===== src/rtl/sss_regs.svh =====
// register map, field positions and timing figures of the safety supervisor
`ifndef SSS_REGS_SVH
`define SSS_REGS_SVH
// ----------------------------------------------------------------
// register byte offsets
// ----------------------------------------------------------------
`define SSS_OFF_KICK      8'h00
`define SSS_OFF_STATUS    8'h04
`define SSS_OFF_IRQ_STAT  8'h08
`define SSS_OFF_IRQ_MASK  8'h0c
// ----------------------------------------------------------------
// status word bits
// ----------------------------------------------------------------
`define SSS_ST_ONLINE     0
`define SSS_ST_RUNNING    1
`define SSS_ST_MAINS      2
`define SSS_ST_BATT_LOW   3
`define SSS_ST_ABORTED    4
`define SSS_ST_REFUSED    5
`define SSS_ST_FAILED     7
// ----------------------------------------------------------------
// interrupt bits
// ----------------------------------------------------------------
`define SSS_IRQ_WDOG      0
`define SSS_IRQ_REFUSE    1
`define SSS_IRQ_SHUT      2
`define SSS_IRQ_W         3
// ----------------------------------------------------------------
// timing figures
// ----------------------------------------------------------------
`define SSS_CLK_HZ        250000000
`define SSS_KICK_MS       20
`define SSS_WDOG_TMO_MS   40
`define SSS_SHUT_S        10
`define SSS_SLOW_MHZ      500
`define SSS_FAST_MHZ      5000
`define SSS_RESTART_CYC   16
`define SSS_WDOG_CYC      ((`SSS_CLK_HZ / 1000) * `SSS_WDOG_TMO_MS)
`define SSS_SHUT_CYC      (`SSS_CLK_HZ * `SSS_SHUT_S)
`define SSS_SLOW_HALF_CYC ((`SSS_CLK_HZ / 2 / `SSS_SLOW_MHZ) * 1000)
`define SSS_FAST_HALF_CYC ((`SSS_CLK_HZ / 2 / `SSS_FAST_MHZ) * 1000)
`endif


===== src/rtl/sss_pkg.sv =====
// types shared by the safety supervisor files
package sss_pkg;
    typedef enum logic [1:0] {
        SSS_ST_RUN   = 2'b00,
        SSS_ST_WDRST = 2'b01,
        SSS_ST_SHUT  = 2'b10
    } sss_state_t;

    typedef enum logic [7:0] {
        SSS_CMD_NOP                  = 8'h00,
        SSS_CMD_STATUS_QUERY_COMMAND = 8'h01,
        SSS_CMD_GO_ONLINE            = 8'h02,
        SSS_CMD_GO_OFFLINE           = 8'h03,
        SSS_CMD_START_SEQ            = 8'h04
    } sss_cmd_t;
endpackage


===== src/rtl/sss_timer.sv =====
// elapsed-time counter with clear, run and terminal-count pulse
module sss_timer #(
    parameter int unsigned W     = 32,
    parameter int unsigned LIMIT = 16
) (
    input  wire logic i_core_clk,
    input  wire logic i_rst,
    input  wire logic i_ce,
    input  wire logic i_clr,
    input  wire logic i_run,
    output logic      o_hit
);
    logic [W-1:0] cnt_r;
    logic [W-1:0] cnt_nxt;

    initial begin
        if (LIMIT < 1 || W > 32 || (W < 32 && LIMIT > (32'h1 << W))) begin
            $error("sss_timer: limit does not fit counter width");
        end
    end

    // ----------------------------------------------------------------
    // counting
    // ----------------------------------------------------------------
    // hit fires on the last cycle and the count restarts, so a held run repeats
    assign o_hit = i_run && !i_clr && (cnt_r == W'(LIMIT - 1));

    always_comb begin
        cnt_nxt = cnt_r;
        if (i_clr || o_hit) begin
            cnt_nxt = '0;
        end else if (i_run) begin
            cnt_nxt = cnt_r + W'(1);
        end
    end

    always_ff @(posedge i_core_clk or posedge i_rst) begin
        if (i_rst) begin
            cnt_r <= '0;
        end else if (i_ce) begin
            cnt_r <= cnt_nxt;
        end
    end
endmodule // sss_timer


===== src/rtl/sss_supervisor.sv =====
// watchdog, power-fail and indicator supervisor with axi4-lite registers
//
// Decided for this implementation: the AXI4-Lite register port and the address map.
`include "sss_regs.svh"

// Summary of operation
// - firmware restarts the watchdog every 20 ms so it never expires.
// - watchdog expiry asserts the hardware reset and forces every other output inactive except the interrupt.
// - after the restart sequence the unit returns online with failure flag set.
// - a status query is answered with the status word, bit 7 (128) set after a failure.
// - abort indicator is active while online and not aborted.
// - mains failure while online and idle keeps online but refuses starts.
// - mains failure during a running sequence lets it run to completion.
// - mains failure while offline shuts the unit down after 10 seconds.
// - power indicator steady on with mains present and battery not low.
// - power indicator blinks at 0.5 Hz with mains present and battery low.
// - power indicator blinks at 5 Hz without mains and with battery low.
// - on battery, online and battery not low, shut down 10 seconds after the last command.
module sss_supervisor
    import sss_pkg::*;
#(
    parameter int unsigned WDOG_CYC      = `SSS_WDOG_CYC,
    parameter int unsigned SHUT_CYC      = `SSS_SHUT_CYC,
    parameter int unsigned SLOW_HALF_CYC = `SSS_SLOW_HALF_CYC,
    parameter int unsigned FAST_HALF_CYC = `SSS_FAST_HALF_CYC,
    parameter int unsigned RESTART_CYC   = `SSS_RESTART_CYC
) (
    input  wire logic        i_core_clk,
    input  wire logic        i_rst,
    input  wire logic        i_ce,
    input  wire logic        s_axi_awvalid,
    output logic             s_axi_awready,
    input  wire logic [7:0]  s_axi_awaddr,
    input  wire logic        s_axi_wvalid,
    output logic             s_axi_wready,
    input  wire logic [31:0] s_axi_wdata,
    input  wire logic [3:0]  s_axi_wstrb,
    output logic             s_axi_bvalid,
    input  wire logic        s_axi_bready,
    output logic [1:0]       s_axi_bresp,
    input  wire logic        s_axi_arvalid,
    output logic             s_axi_arready,
    input  wire logic [7:0]  s_axi_araddr,
    output logic             s_axi_rvalid,
    input  wire logic        s_axi_rready,
    output logic [31:0]      s_axi_rdata,
    output logic [1:0]       s_axi_rresp,
    input  wire logic        i_cmd_valid,
    input  wire logic [7:0]  i_cmd_code,
    output logic             o_rsp_valid,
    output logic [7:0]       o_rsp_status,
    input  wire logic        i_mains_ok,
    input  wire logic        i_batt_low,
    input  wire logic        i_abort_sw,
    input  wire logic        i_seq_done,
    output logic             o_seq_start,
    output logic             o_seq_running,
    output logic             o_out_en,
    output logic             o_hw_rst,
    output logic             o_online,
    output logic             o_abort_ind,
    output logic             o_power_led,
    output logic             o_shutdown,
    output logic             o_irq
);
    localparam int unsigned RW = 8;

    initial begin
        if (RESTART_CYC < 1 || RESTART_CYC > 255 || SLOW_HALF_CYC < 1 || FAST_HALF_CYC < 1) begin
            $error("sss_supervisor: unsupported timing parameters");
        end
    end

    // byte address compare on the word, low two bits ignored
    function automatic logic hit_off(input logic [7:0] a, input logic [7:0] off);
        return a[7:2] == off[7:2];
    endfunction

    sss_state_t   state_r, state_nxt;
    logic [RW-1:0] rst_cnt_r, rst_cnt_nxt;
    logic         online_r, online_nxt, run_r, run_nxt, abort_r, abort_nxt;
    logic         fail_r, fail_nxt, refused_r, refused_nxt;
    logic         start_r, start_nxt, rsp_v_r, rsp_v_nxt;
    logic [7:0]   rsp_r, rsp_nxt, status_w;
    logic [`SSS_IRQ_W-1:0] ist_r, ist_nxt, imask_r, imask_nxt, ev;
    logic         bv_r, bv_nxt, rv_r, rv_nxt;
    logic [1:0]   bresp_r, bresp_nxt, rresp_r, rresp_nxt;
    logic [31:0]  rdata_r, rdata_nxt;
    logic         wr_go, rd_go, kick, wd_hit, sh_hit, sh_run, sh_clr;
    logic         is_cmd, cmd_query, cmd_on, cmd_off, cmd_start, start_ok;
    logic         led_r, led_nxt;
    logic [31:0]  blink_r, blink_nxt;

    // ----------------------------------------------------------------
    // axi4-lite slave
    // ----------------------------------------------------------------
    // address and data are taken together; both wait while a response is pending
    assign wr_go         = s_axi_awvalid && s_axi_wvalid && !bv_r;
    assign s_axi_awready = wr_go;
    assign s_axi_wready  = wr_go;
    assign rd_go         = s_axi_arvalid && !rv_r;
    assign s_axi_arready = rd_go;
    assign kick          = wr_go && i_ce && hit_off(s_axi_awaddr, `SSS_OFF_KICK);

    always_comb begin
        bv_nxt    = bv_r && !s_axi_bready;
        bresp_nxt = bresp_r;
        rv_nxt    = rv_r && !s_axi_rready;
        rresp_nxt = rresp_r;
        rdata_nxt = rdata_r;
        if (wr_go) begin
            bv_nxt    = 1'b1;
            bresp_nxt = 2'b00;
            if (!hit_off(s_axi_awaddr, `SSS_OFF_KICK) &&
                !hit_off(s_axi_awaddr, `SSS_OFF_STATUS) &&
                !hit_off(s_axi_awaddr, `SSS_OFF_IRQ_STAT) &&
                !hit_off(s_axi_awaddr, `SSS_OFF_IRQ_MASK)) begin
                bresp_nxt = 2'b11;
            end
        end
        if (rd_go) begin
            rv_nxt    = 1'b1;
            rresp_nxt = 2'b00;
            rdata_nxt = '0;
            if (hit_off(s_axi_araddr, `SSS_OFF_STATUS)) begin
                rdata_nxt = {24'h0, status_w};
            end else if (hit_off(s_axi_araddr, `SSS_OFF_IRQ_STAT)) begin
                rdata_nxt = {29'h0, ist_r};
            end else if (hit_off(s_axi_araddr, `SSS_OFF_IRQ_MASK)) begin
                rdata_nxt = {29'h0, imask_r};
            end else if (!hit_off(s_axi_araddr, `SSS_OFF_KICK)) begin
                rresp_nxt = 2'b11;
            end
        end
    end

    always_ff @(posedge i_core_clk or posedge i_rst) begin
        if (i_rst) begin
            bv_r    <= 1'b0;
            bresp_r <= 2'b00;
            rv_r    <= 1'b0;
            rresp_r <= 2'b00;
            rdata_r <= 32'h0;
        end else if (i_ce) begin
            bv_r    <= bv_nxt;
            bresp_r <= bresp_nxt;
            rv_r    <= rv_nxt;
            rresp_r <= rresp_nxt;
            rdata_r <= rdata_nxt;
        end
    end

    assign s_axi_bvalid = bv_r;
    assign s_axi_bresp  = bresp_r;
    assign s_axi_rvalid = rv_r;
    assign s_axi_rresp  = rresp_r;
    assign s_axi_rdata  = rdata_r;

    // ----------------------------------------------------------------
    // timers
    // ----------------------------------------------------------------
    sss_timer #(.W(32), .LIMIT(WDOG_CYC)) u_wdog (
        .i_core_clk (i_core_clk),
        .i_rst      (i_rst),
        .i_ce       (i_ce),
        .i_clr      (kick),
        .i_run      (state_r == SSS_ST_RUN),
        .o_hit      (wd_hit)
    );

    // shutdown clock runs on battery unless a sequence must finish or the unit is online with a low battery
    assign sh_run = state_r == SSS_ST_RUN && !i_mains_ok && !run_r &&
                    (!online_r || !i_batt_low);
    assign sh_clr = i_mains_ok || (is_cmd && online_r);

    sss_timer #(.W(32), .LIMIT(SHUT_CYC)) u_shut (
        .i_core_clk (i_core_clk),
        .i_rst      (i_rst),
        .i_ce       (i_ce),
        .i_clr      (sh_clr),
        .i_run      (sh_run),
        .o_hit      (sh_hit)
    );

    // ----------------------------------------------------------------
    // command decode and supervisor state
    // ----------------------------------------------------------------
    assign is_cmd    = i_cmd_valid && state_r == SSS_ST_RUN;
    assign cmd_query = is_cmd && i_cmd_code == SSS_CMD_STATUS_QUERY_COMMAND;
    assign cmd_on    = is_cmd && i_cmd_code == SSS_CMD_GO_ONLINE;
    assign cmd_off   = is_cmd && i_cmd_code == SSS_CMD_GO_OFFLINE;
    assign cmd_start = is_cmd && i_cmd_code == SSS_CMD_START_SEQ;
    // no start without mains: a battery may not carry a whole new sequence
    assign start_ok  = online_r && !abort_r && !run_r && i_mains_ok;

    always_comb begin
        status_w = '0;
        status_w[`SSS_ST_ONLINE]   = online_r;
        status_w[`SSS_ST_RUNNING]  = run_r;
        status_w[`SSS_ST_MAINS]    = i_mains_ok;
        status_w[`SSS_ST_BATT_LOW] = i_batt_low;
        status_w[`SSS_ST_ABORTED]  = abort_r;
        status_w[`SSS_ST_REFUSED]  = refused_r;
        status_w[`SSS_ST_FAILED]   = fail_r;
    end

    always_comb begin
        state_nxt   = state_r;
        rst_cnt_nxt = rst_cnt_r;
        online_nxt  = online_r;
        run_nxt     = run_r;
        abort_nxt   = abort_r || i_abort_sw;
        fail_nxt    = fail_r;
        refused_nxt = refused_r;
        start_nxt   = 1'b0;
        rsp_v_nxt   = 1'b0;
        rsp_nxt     = rsp_r;
        case (state_r)
            SSS_ST_RUN: begin
                if (wd_hit) begin
                    // everything drops at once; only the failure record survives
                    state_nxt   = SSS_ST_WDRST;
                    rst_cnt_nxt = '0;
                    online_nxt  = 1'b0;
                    run_nxt     = 1'b0;
                    abort_nxt   = 1'b0;
                    refused_nxt = 1'b0;
                    rsp_nxt     = '0;
                end else if (sh_hit) begin
                    state_nxt  = SSS_ST_SHUT;
                    online_nxt = 1'b0;
                    run_nxt    = 1'b0;
                end else begin
                    // mains state does not stop a running sequence
                    if (i_seq_done || i_abort_sw) begin
                        run_nxt = 1'b0;
                    end
                    if (cmd_on) begin
                        online_nxt = 1'b1;
                        abort_nxt  = i_abort_sw;
                    end
                    if (cmd_off) begin
                        online_nxt = 1'b0;
                    end
                    if (cmd_start) begin
                        start_nxt   = start_ok;
                        run_nxt     = run_r || start_ok;
                        refused_nxt = !start_ok;
                    end
                    if (cmd_query) begin
                        rsp_v_nxt = 1'b1;
                        rsp_nxt   = status_w;
                    end
                end
            end
            SSS_ST_WDRST: begin
                abort_nxt   = 1'b0;
                rst_cnt_nxt = rst_cnt_r + RW'(1);
                if (rst_cnt_r == RW'(RESTART_CYC - 1)) begin
                    state_nxt  = SSS_ST_RUN;
                    online_nxt = 1'b1;
                    fail_nxt   = 1'b1;
                    abort_nxt  = i_abort_sw; // a switch held through restart stays honoured
                end
            end
            SSS_ST_SHUT: begin
                abort_nxt = abort_r;
            end
            default: begin
                state_nxt = SSS_ST_RUN;
            end
        endcase
        // software acknowledges the failure by writing one to bit 7 of status
        if (wr_go && hit_off(s_axi_awaddr, `SSS_OFF_STATUS) && s_axi_wstrb[0] &&
            s_axi_wdata[`SSS_ST_FAILED] && state_r == SSS_ST_RUN) begin
            fail_nxt = 1'b0;
        end
    end

    always_ff @(posedge i_core_clk or posedge i_rst) begin
        if (i_rst) begin
            state_r   <= SSS_ST_RUN;
            rst_cnt_r <= '0;
            online_r  <= 1'b0;
            run_r     <= 1'b0;
            abort_r   <= 1'b0;
            fail_r    <= 1'b0;
            refused_r <= 1'b0;
            start_r   <= 1'b0;
            rsp_v_r   <= 1'b0;
            rsp_r     <= 8'h00;
        end else if (i_ce) begin
            state_r   <= state_nxt;
            rst_cnt_r <= rst_cnt_nxt;
            online_r  <= online_nxt;
            run_r     <= run_nxt;
            abort_r   <= abort_nxt;
            fail_r    <= fail_nxt;
            refused_r <= refused_nxt;
            start_r   <= start_nxt;
            rsp_v_r   <= rsp_v_nxt;
            rsp_r     <= rsp_nxt;
        end
    end

    assign o_seq_start   = start_r;
    assign o_seq_running = run_r;
    assign o_rsp_valid   = rsp_v_r;
    assign o_rsp_status  = rsp_r;
    assign o_online      = online_r;
    assign o_out_en      = state_r == SSS_ST_RUN;
    assign o_hw_rst      = state_r == SSS_ST_WDRST;
    assign o_shutdown    = state_r == SSS_ST_SHUT;
    assign o_abort_ind   = online_r && !abort_r;

    // ----------------------------------------------------------------
    // power indicator
    // ----------------------------------------------------------------
    // blink phase counter restarts on every toggle; a rate change applies to the phase in progress, steady and off at once
    always_comb begin
        led_nxt   = led_r;
        blink_nxt = blink_r + 32'h1;
        if (state_nxt != SSS_ST_RUN || (!i_mains_ok && !i_batt_low)) begin
            led_nxt   = 1'b0;
            blink_nxt = '0;
        end else if (!i_batt_low) begin
            led_nxt   = 1'b1;
            blink_nxt = '0;
        end else if (i_mains_ok && blink_r >= SLOW_HALF_CYC - 1) begin
            led_nxt   = !led_r;
            blink_nxt = '0;
        end else if (!i_mains_ok && blink_r >= FAST_HALF_CYC - 1) begin
            led_nxt   = !led_r;
            blink_nxt = '0;
        end
    end

    always_ff @(posedge i_core_clk or posedge i_rst) begin
        if (i_rst) begin
            led_r   <= 1'b0;
            blink_r <= 32'h0;
        end else if (i_ce) begin
            led_r   <= led_nxt;
            blink_r <= blink_nxt;
        end
    end

    assign o_power_led = led_r;

    // ----------------------------------------------------------------
    // interrupts
    // ----------------------------------------------------------------
    assign ev = {sh_hit && state_r == SSS_ST_RUN && !wd_hit,
                 cmd_start && !start_ok && !wd_hit && !sh_hit,
                 wd_hit && state_r == SSS_ST_RUN};

    // a new event wins over a write-one clear in the same cycle
    always_comb begin
        ist_nxt   = ist_r | ev;
        imask_nxt = imask_r;
        if (wr_go && hit_off(s_axi_awaddr, `SSS_OFF_IRQ_STAT) && s_axi_wstrb[0]) begin
            ist_nxt = (ist_r & ~s_axi_wdata[`SSS_IRQ_W-1:0]) | ev;
        end
        if (wr_go && hit_off(s_axi_awaddr, `SSS_OFF_IRQ_MASK) && s_axi_wstrb[0]) begin
            imask_nxt = s_axi_wdata[`SSS_IRQ_W-1:0];
        end
    end

    always_ff @(posedge i_core_clk or posedge i_rst) begin
        if (i_rst) begin
            ist_r   <= '0;
            imask_r <= '0;
        end else if (i_ce) begin
            ist_r   <= ist_nxt;
            imask_r <= imask_nxt;
        end
    end

    assign o_irq = |(ist_r & imask_r);
endmodule // sss_supervisor


===== config.mk =====
export PLATFORM = sky130hd
export DESIGN_NAME = sss_supervisor
export DESIGN_NICKNAME = d
export VERILOG_FILES = /design/src/rtl/sss_pkg.sv /design/src/rtl/sss_timer.sv /design/src/rtl/sss_supervisor.sv
export VERILOG_INCLUDE_DIRS = /design/src /design/src/rtl
export SDC_FILE = /design/constraint.sdc
export NUM_CORES = 1
export LEC_CHECK = 0
export BUFFER_PORTS_ARGS = -buffer_cell sky130_fd_sc_hd__clkbuf_2
export CAP_MARGIN = 30
export CORE_ASPECT_RATIO = 0.9
export CORE_MARGIN = 2
export CORE_UTILIZATION = 35
export DETAILED_ROUTE_END_ITERATION = 7
export HOLD_SLACK_MARGIN = 0.12
export PLACE_DENSITY = 0.58
export SLEW_MARGIN = 20
export SYNTH_ARGS = -nofsm -noshare
export SYNTH_HDL_FRONTEND = slang
export SYNTH_SLANG_ARGS = --single-unit

===== constraint.sdc =====
create_clock -name i_core_clk -period 5.7 [get_ports i_core_clk]
set_clock_uncertainty 0.1 [all_clocks]
set_input_delay 0.855 -clock i_core_clk [delete_from_list [all_inputs] [get_ports i_core_clk]]
set_output_delay 0.855 -clock i_core_clk [all_outputs]
set_load 0.01 [all_outputs]

Word-level counts from Yosys, hierarchy flattened --
Index checks and enable logic that the tools add are counted.
Word-level totals: input bits 73, flip-flop bits (word level) 166, logic and storage cells 209, output and inout bits 59
Operators by class: multiplexer cells 60, reduce and logical (&&, ||, !) cells 96, $add $sub $neg 4, bitwise logic cells 6, equality and inequality tests 20, magnitude comparators 2
Operator list (number):
- $mux 32 | 8
- $add 32x1->32 const B | 3
- $logic_and 1x1->1 | 43
- $mux 8 | 5
- $eq 32x24->1 const B | 1
- $eq 32x32->1 const B | 1
- $ge 32x25->1 const B | 1
- $ge 32x28->1 const B | 1
- $mux 1 | 32
- $eq 6x2->1 const B | 4
- $logic_not 1->1 | 19
- $eq 8x2->1 const B | 2
- $mux 2 | 8
- $pmux 8 s2 | 1
- $reduce_bool 2->1 | 8
- $reduce_and 2->1 | 7
- $eq 6x1->1 const B | 2
- $logic_not 6->1 | 2
- $reduce_and 4->1 | 3
- $mux 3 | 3
- $reduce_and 3->1 | 3
- $add 8x1->8 const B | 1
- $eq 8x1->1 const B | 1
- $eq 8x3->1 const B | 1
- 18 further kinds | 28

Longest topological paths before layout --
depth after elaboration 14, mapped depth 10, mapped depth without buffers 7

Cells and area by module --
A second synthesis with hierarchy kept.
Second synthesis, totals: cells, all modules 833, area, all modules 7739.9 um2
Modules (own cells, without submodules):
- sss_supervisor | instances 1, cells each 454, sequential area each 1851.8 um2, area an instance 4151.5 um2
- sss_timer (u_shut) | instances 1, cells each 203, sequential area each 800.8 um2, area an instance 1901.8 um2
- sss_timer (u_wdog) | instances 1, cells each 176, sequential area each 800.8 um2, area an instance 1686.6 um2

Worst setup path before layout --
No wires, ideal clock.
kind input port to flip-flop, start point input i_mains_ok, end point register blink_r[10], path slack 2.969 ns, data required time 5.481 ns, stages 9, arrival 2.512 ns, setup time 0.119 ns, path buffers 3, cells stage by stage clkbuf_1 > nor4_4 > nand4_1 > nor4_4 > o31ai_2 > a31oi_2 > buf_6 > buf_6 > nor2_1
Between the ends: word-level cells in the longest chain between the ends 12, elaborated cells between the ends (all ways) 20, those cells by class mux: 7; reduce/logical: 13
RTL lines:
- start: declaration | RTL line sss_supervisor.sv:52 | input wire logic i_mains_ok,
- $logic_not 1->1 | RTL line sss_supervisor.sv:172, sss_supervisor.sv:323, sss_supervisor.sv:332
- $logic_and 1x1->1 (3 in a row) | RTL line sss_supervisor.sv:172 | assign sh_run = state_r == SSS_ST_RUN && !i_mains_ok && !run_r &&
- $logic_and 1x1->1 (2 in a row) | RTL line sss_timer.sv:26 | assign o_hit = i_run && !i_clr && (cnt_r == W'(LIMIT - 1));
- $mux 2 | RTL line sss_supervisor.sv:229 | end else if (sh_hit) begin
- $mux 2 | RTL line sss_supervisor.sv:220 | if (wd_hit) begin
- $pmux 2 s3 | RTL line sss_supervisor.sv:218 | case (state_r)
- $reduce_bool 2->1 | RTL line sss_supervisor.sv:323 | if (state_nxt != SSS_ST_RUN || (!i_mains_ok && !i_batt_low)) begin
- $logic_or 1x1->1 | RTL line sss_supervisor.sv:323
- $mux 32 * | RTL line sss_supervisor.sv:323
- end signal: assignment | RTL line sss_supervisor.sv:344 | blink_r <= blink_nxt;
- end: declaration | RTL line sss_supervisor.sv:92 | logic [31:0] blink_r, blink_nxt;
Every way passes the cells marked *; elsewhere a longest branch is shown, timed or not. A chain may end at the register's enable or synchronous reset.

Worst setup path after layout --
start point input i_ce, end point register rsp_r[2], in the netlist o_rsp_status[2]
Between the ends: word-level cells in the longest chain between the ends 7, elaborated cells between the ends (all ways) 9, those cells by class eq/ne: 1; mux: 1; reduce/logical: 7
RTL lines:
- start: declaration | RTL line sss_supervisor.sv:30 | input wire logic i_ce,
- $logic_and 1x1->1 (2 in a row) | RTL line sss_supervisor.sv:103 | assign kick = wr_go && i_ce && hit_off(s_axi_awaddr, `SSS_OFF_KICK);
- $logic_not 1->1 | RTL line sss_timer.sv:26
- $logic_and 1x1->1 (2 in a row) | RTL line sss_timer.sv:26
- $ne 2x1->1 (no line) / $reduce_bool 2->1 (equally long branches)
- $reduce_and 4->1 (no line)
- end signal: assignment | RTL line sss_supervisor.sv:302 | rsp_r <= rsp_nxt;
- end: declaration | RTL line sss_supervisor.sv:84 | logic [7:0] rsp_r, rsp_nxt, status_w;
Several ways; a longest one is shown, not always the timed one.

==> flow_summary.ini <==
[power_and_ir_drop]
leakagePower_nw = 3.78
p_per_area_nw_per_um2 = 285
peakVddDrop_mv = 0.163

[placement]
hpwl_um = 12700
numPortBuffers = 70
post-place-ws_ns = 1.98
gp_congestion = 0.833
post-place-cells = 1143
dpl_cell_area_um2 = 8050

[synthesis]
synth.distinct_cells = 75
synth_area_leader_cell = dfrtp_1
ys_seq_area_frac = 0.459
synth_top_cell_area_share = 0.459
synth_top_cells_by_area = dfrtp_1 46%, nor2_1 6.1%, xnor2_1 4.8%
synth.ff_latch_count = 138
synth_common_cells = 138 x dfrtp_1, 122 x nor2_1, 71 x nand2_1
synth_flop_cell = dfrtp_1
synth_edf_count = 0
avgSynthCellArea_um2 = 9.31
syn_inst = 808
ys_warn_count = 0
synth.most_common_cell = dfrtp_1
async_reset_ff_frac = 1.00
syn_area_um2 = 7520

[clocking]
cts_setup_buffers = 0
cts_buffer_depth = 2
cts_buffers = 17
cts_sinks = 138
cts_tree = yes
clkSlewWorstSetupHoldPaths_ns = 0.06
ctsResizeCount = 0
cts_hold_buf = 0
clockRootBuffer = clkbuf_16
cts_max_level = 4
clk-insertion-delay-late_ns = 0.43

[flow_run]
max_cap_violations = 0

[setup_path]
path_class = input pin to flip-flop
critPathBufInv = 1
cp_slowest_cell = nor4b_4
crit_chain = clkbuf_2 > nand4b_1 > nor4b_4 > or4_1 > nand2b_1 > nor3_2 > a22o_1
cp_max_fo = 13
crit_family = simple AND/OR/NAND/NOR gates
cp.required_ns = 5.97
slowest_delay_ns = 0.58
start_kind = input pin
arrival_ns = 3.52
end_kind = flip-flop

[floorplan]
core.rowCount = 50
design.die.area_um2 = 22700
coreArea_um2 = 21000
die_y_um = 143
die_x_um = 158
start_util = 0.359
io_pins = 132

[layout]
diodes = 0
finalNonFillerCells = 1176
nets = 954
drive_gt1_frac = 0.152
areaGrowthSynthToFinish_pct = 14.6
fin_area_um2 = 8620

[sta]
setup_viol = 0
setup_ws_ns = 2.45
relSlewSlack = 0.360
fin_crit_ns = 3.25
worst_pin_slew_ns = 0.951
grt_setup_unrepaired = no
tns_ns = 0
finalMaxSlewViolations = 0
fmaxAchievable_mhz = 307
hold_violations = 0
fin_crit_sh = 0.571

[grt]
grt_pass1_wl_um = 30200
grt.total_usage = 0.171
grt_pass1_vias = 5685
antenna_found_initial = 0
overflow = 0
grt_max_degree = 97

[routing]
drcViolationCount = 0
drt_iter0_markers = 375
ant_nets = 0
vias_per_cell = 5.16
dr.pass1.iters = 6
finalWirelength_um = 18200
wl_per_cell_um = 15.5
vias = 6069

[min_path]
hold_path.class = input pin to async pin

[run_status]
status = complete, no violations
==> kinds of logic (layout without fill, tap and decap cells) <==
| kind of cell | after synthesis | count (layout) | share of synthesized area |
|---|---|---|---|
| compound gates | 111 | 111 | 0.102 |
| mux | 4 | 4 | 0.00582 |
| simple gates | 399 | 399 | 0.280 |
| other cells | 1 | 26 | 0.000499 |
| xor+xnor | 78 | 78 | 0.0909 |
| buf+inv | 73 | 130 | 0.0546 |
| flops | 138 | 138 | 0.459 |
| fa+ha+maj | 4 | 4 | 0.00666 |
==> final timing paths <==
kind                       cells past startpoint  slack, ns                to            from
setup reg to reg                               7       2.51  u_shut.cnt_r[23]      state_r[1]
setup / recovery                               7       2.45   o_rsp_status[2]            i_ce
hold / removal                                 2       0.25  u_shut.cnt_r[14]           i_rst
min in group i_core_clk                        2       0.39    s_axi_rdata[1]  s_axi_rdata[1]
max in group asynchronous                      3       4.44        blink_r[9]           i_rst
hold reg to reg                                2       0.39    s_axi_rdata[1]  s_axi_rdata[1]
==> flip-flops by register name (all words and copies together) (netlist names), 3 cells and up <==
signal,count
o_rsp_status,7
ist_r,3
u_shut.cnt_r,32
imask_r,3
s_axi_rdata,7
u_wdog.cnt_r,32
rst_cnt_r,8
blink_r,32
==> through the flow <==
step                hold slack [ns]  total power, mW  utilization
floorplan                     0.364             1.36            -
global placement              0.369             1.46        0.384
detailed placement            0.375             1.46        0.384
CTS                           0.388             2.48        0.410
global route                  0.271             2.58        0.411
finish                        0.254             2.45        0.411
==> area by class of cell <==
cell class / instances / area (um2)
Inverter: 20 / 80.1
Timing Repair Buffer: 78 / 430
Tap cell: 286 / 358
Clock buffer: 20 / 447
Fill cell: 2083 / 12300
Multi-Input combinational cell: 622 / 3760
Clock inverter: 12 / 92.6
Sequential cell: 138 / 3450
==> layer usage <==
metal | wire, um | global-route usage | part of all wire | vias up
li1 | - | - | - | 2991
met1 | 9020 | 0.250 | 0.50 | 2892
met2 | 7880 | 0.247 | 0.43 | 155
met3 | 919 | 0.0370 | 0.051 | 31
met4 | 363 | 0.0607 | 0.020 | 0
met5 | 0 | 0 | 0 | -
==> power by group <==
part	internal, mW	switching (mW)
Clock	0.571	0.441
Combinational	0.121	0.199
Sequential	1.04	0.0820
==> placed cells by master, fill, tap and decap left out, types with 5 or more instances in the layout <==
| cell type | count |
|---|---|
| a21oi_1 | 17 |
| a22o_1 | 13 |
| a31oi_1 | 7 |
| and2_1 | 5 |
| and3_1 | 12 |
| and4_1 | 7 |
| buf_4 | 7 |
| clkbuf_16 | 17 |
| clkbuf_2 | 70 |
| conb_1 | 26 |
| dfrtp_1 | 138 |
| inv_1 | 19 |
| nand2_1 | 71 |
| nand3_1 | 46 |
| nand3b_1 | 5 |
| nand4_1 | 30 |
| nor2_1 | 121 |
| nor2b_1 | 6 |
| nor3_1 | 26 |
| nor4_1 | 19 |
| nor4b_1 | 7 |
| o21ai_0 | 28 |
| o31ai_1 | 5 |
| or4_1 | 6 |
| xnor2_1 | 41 |
| xor2_1 | 37 |
Power figures use the tool's default switching activity.
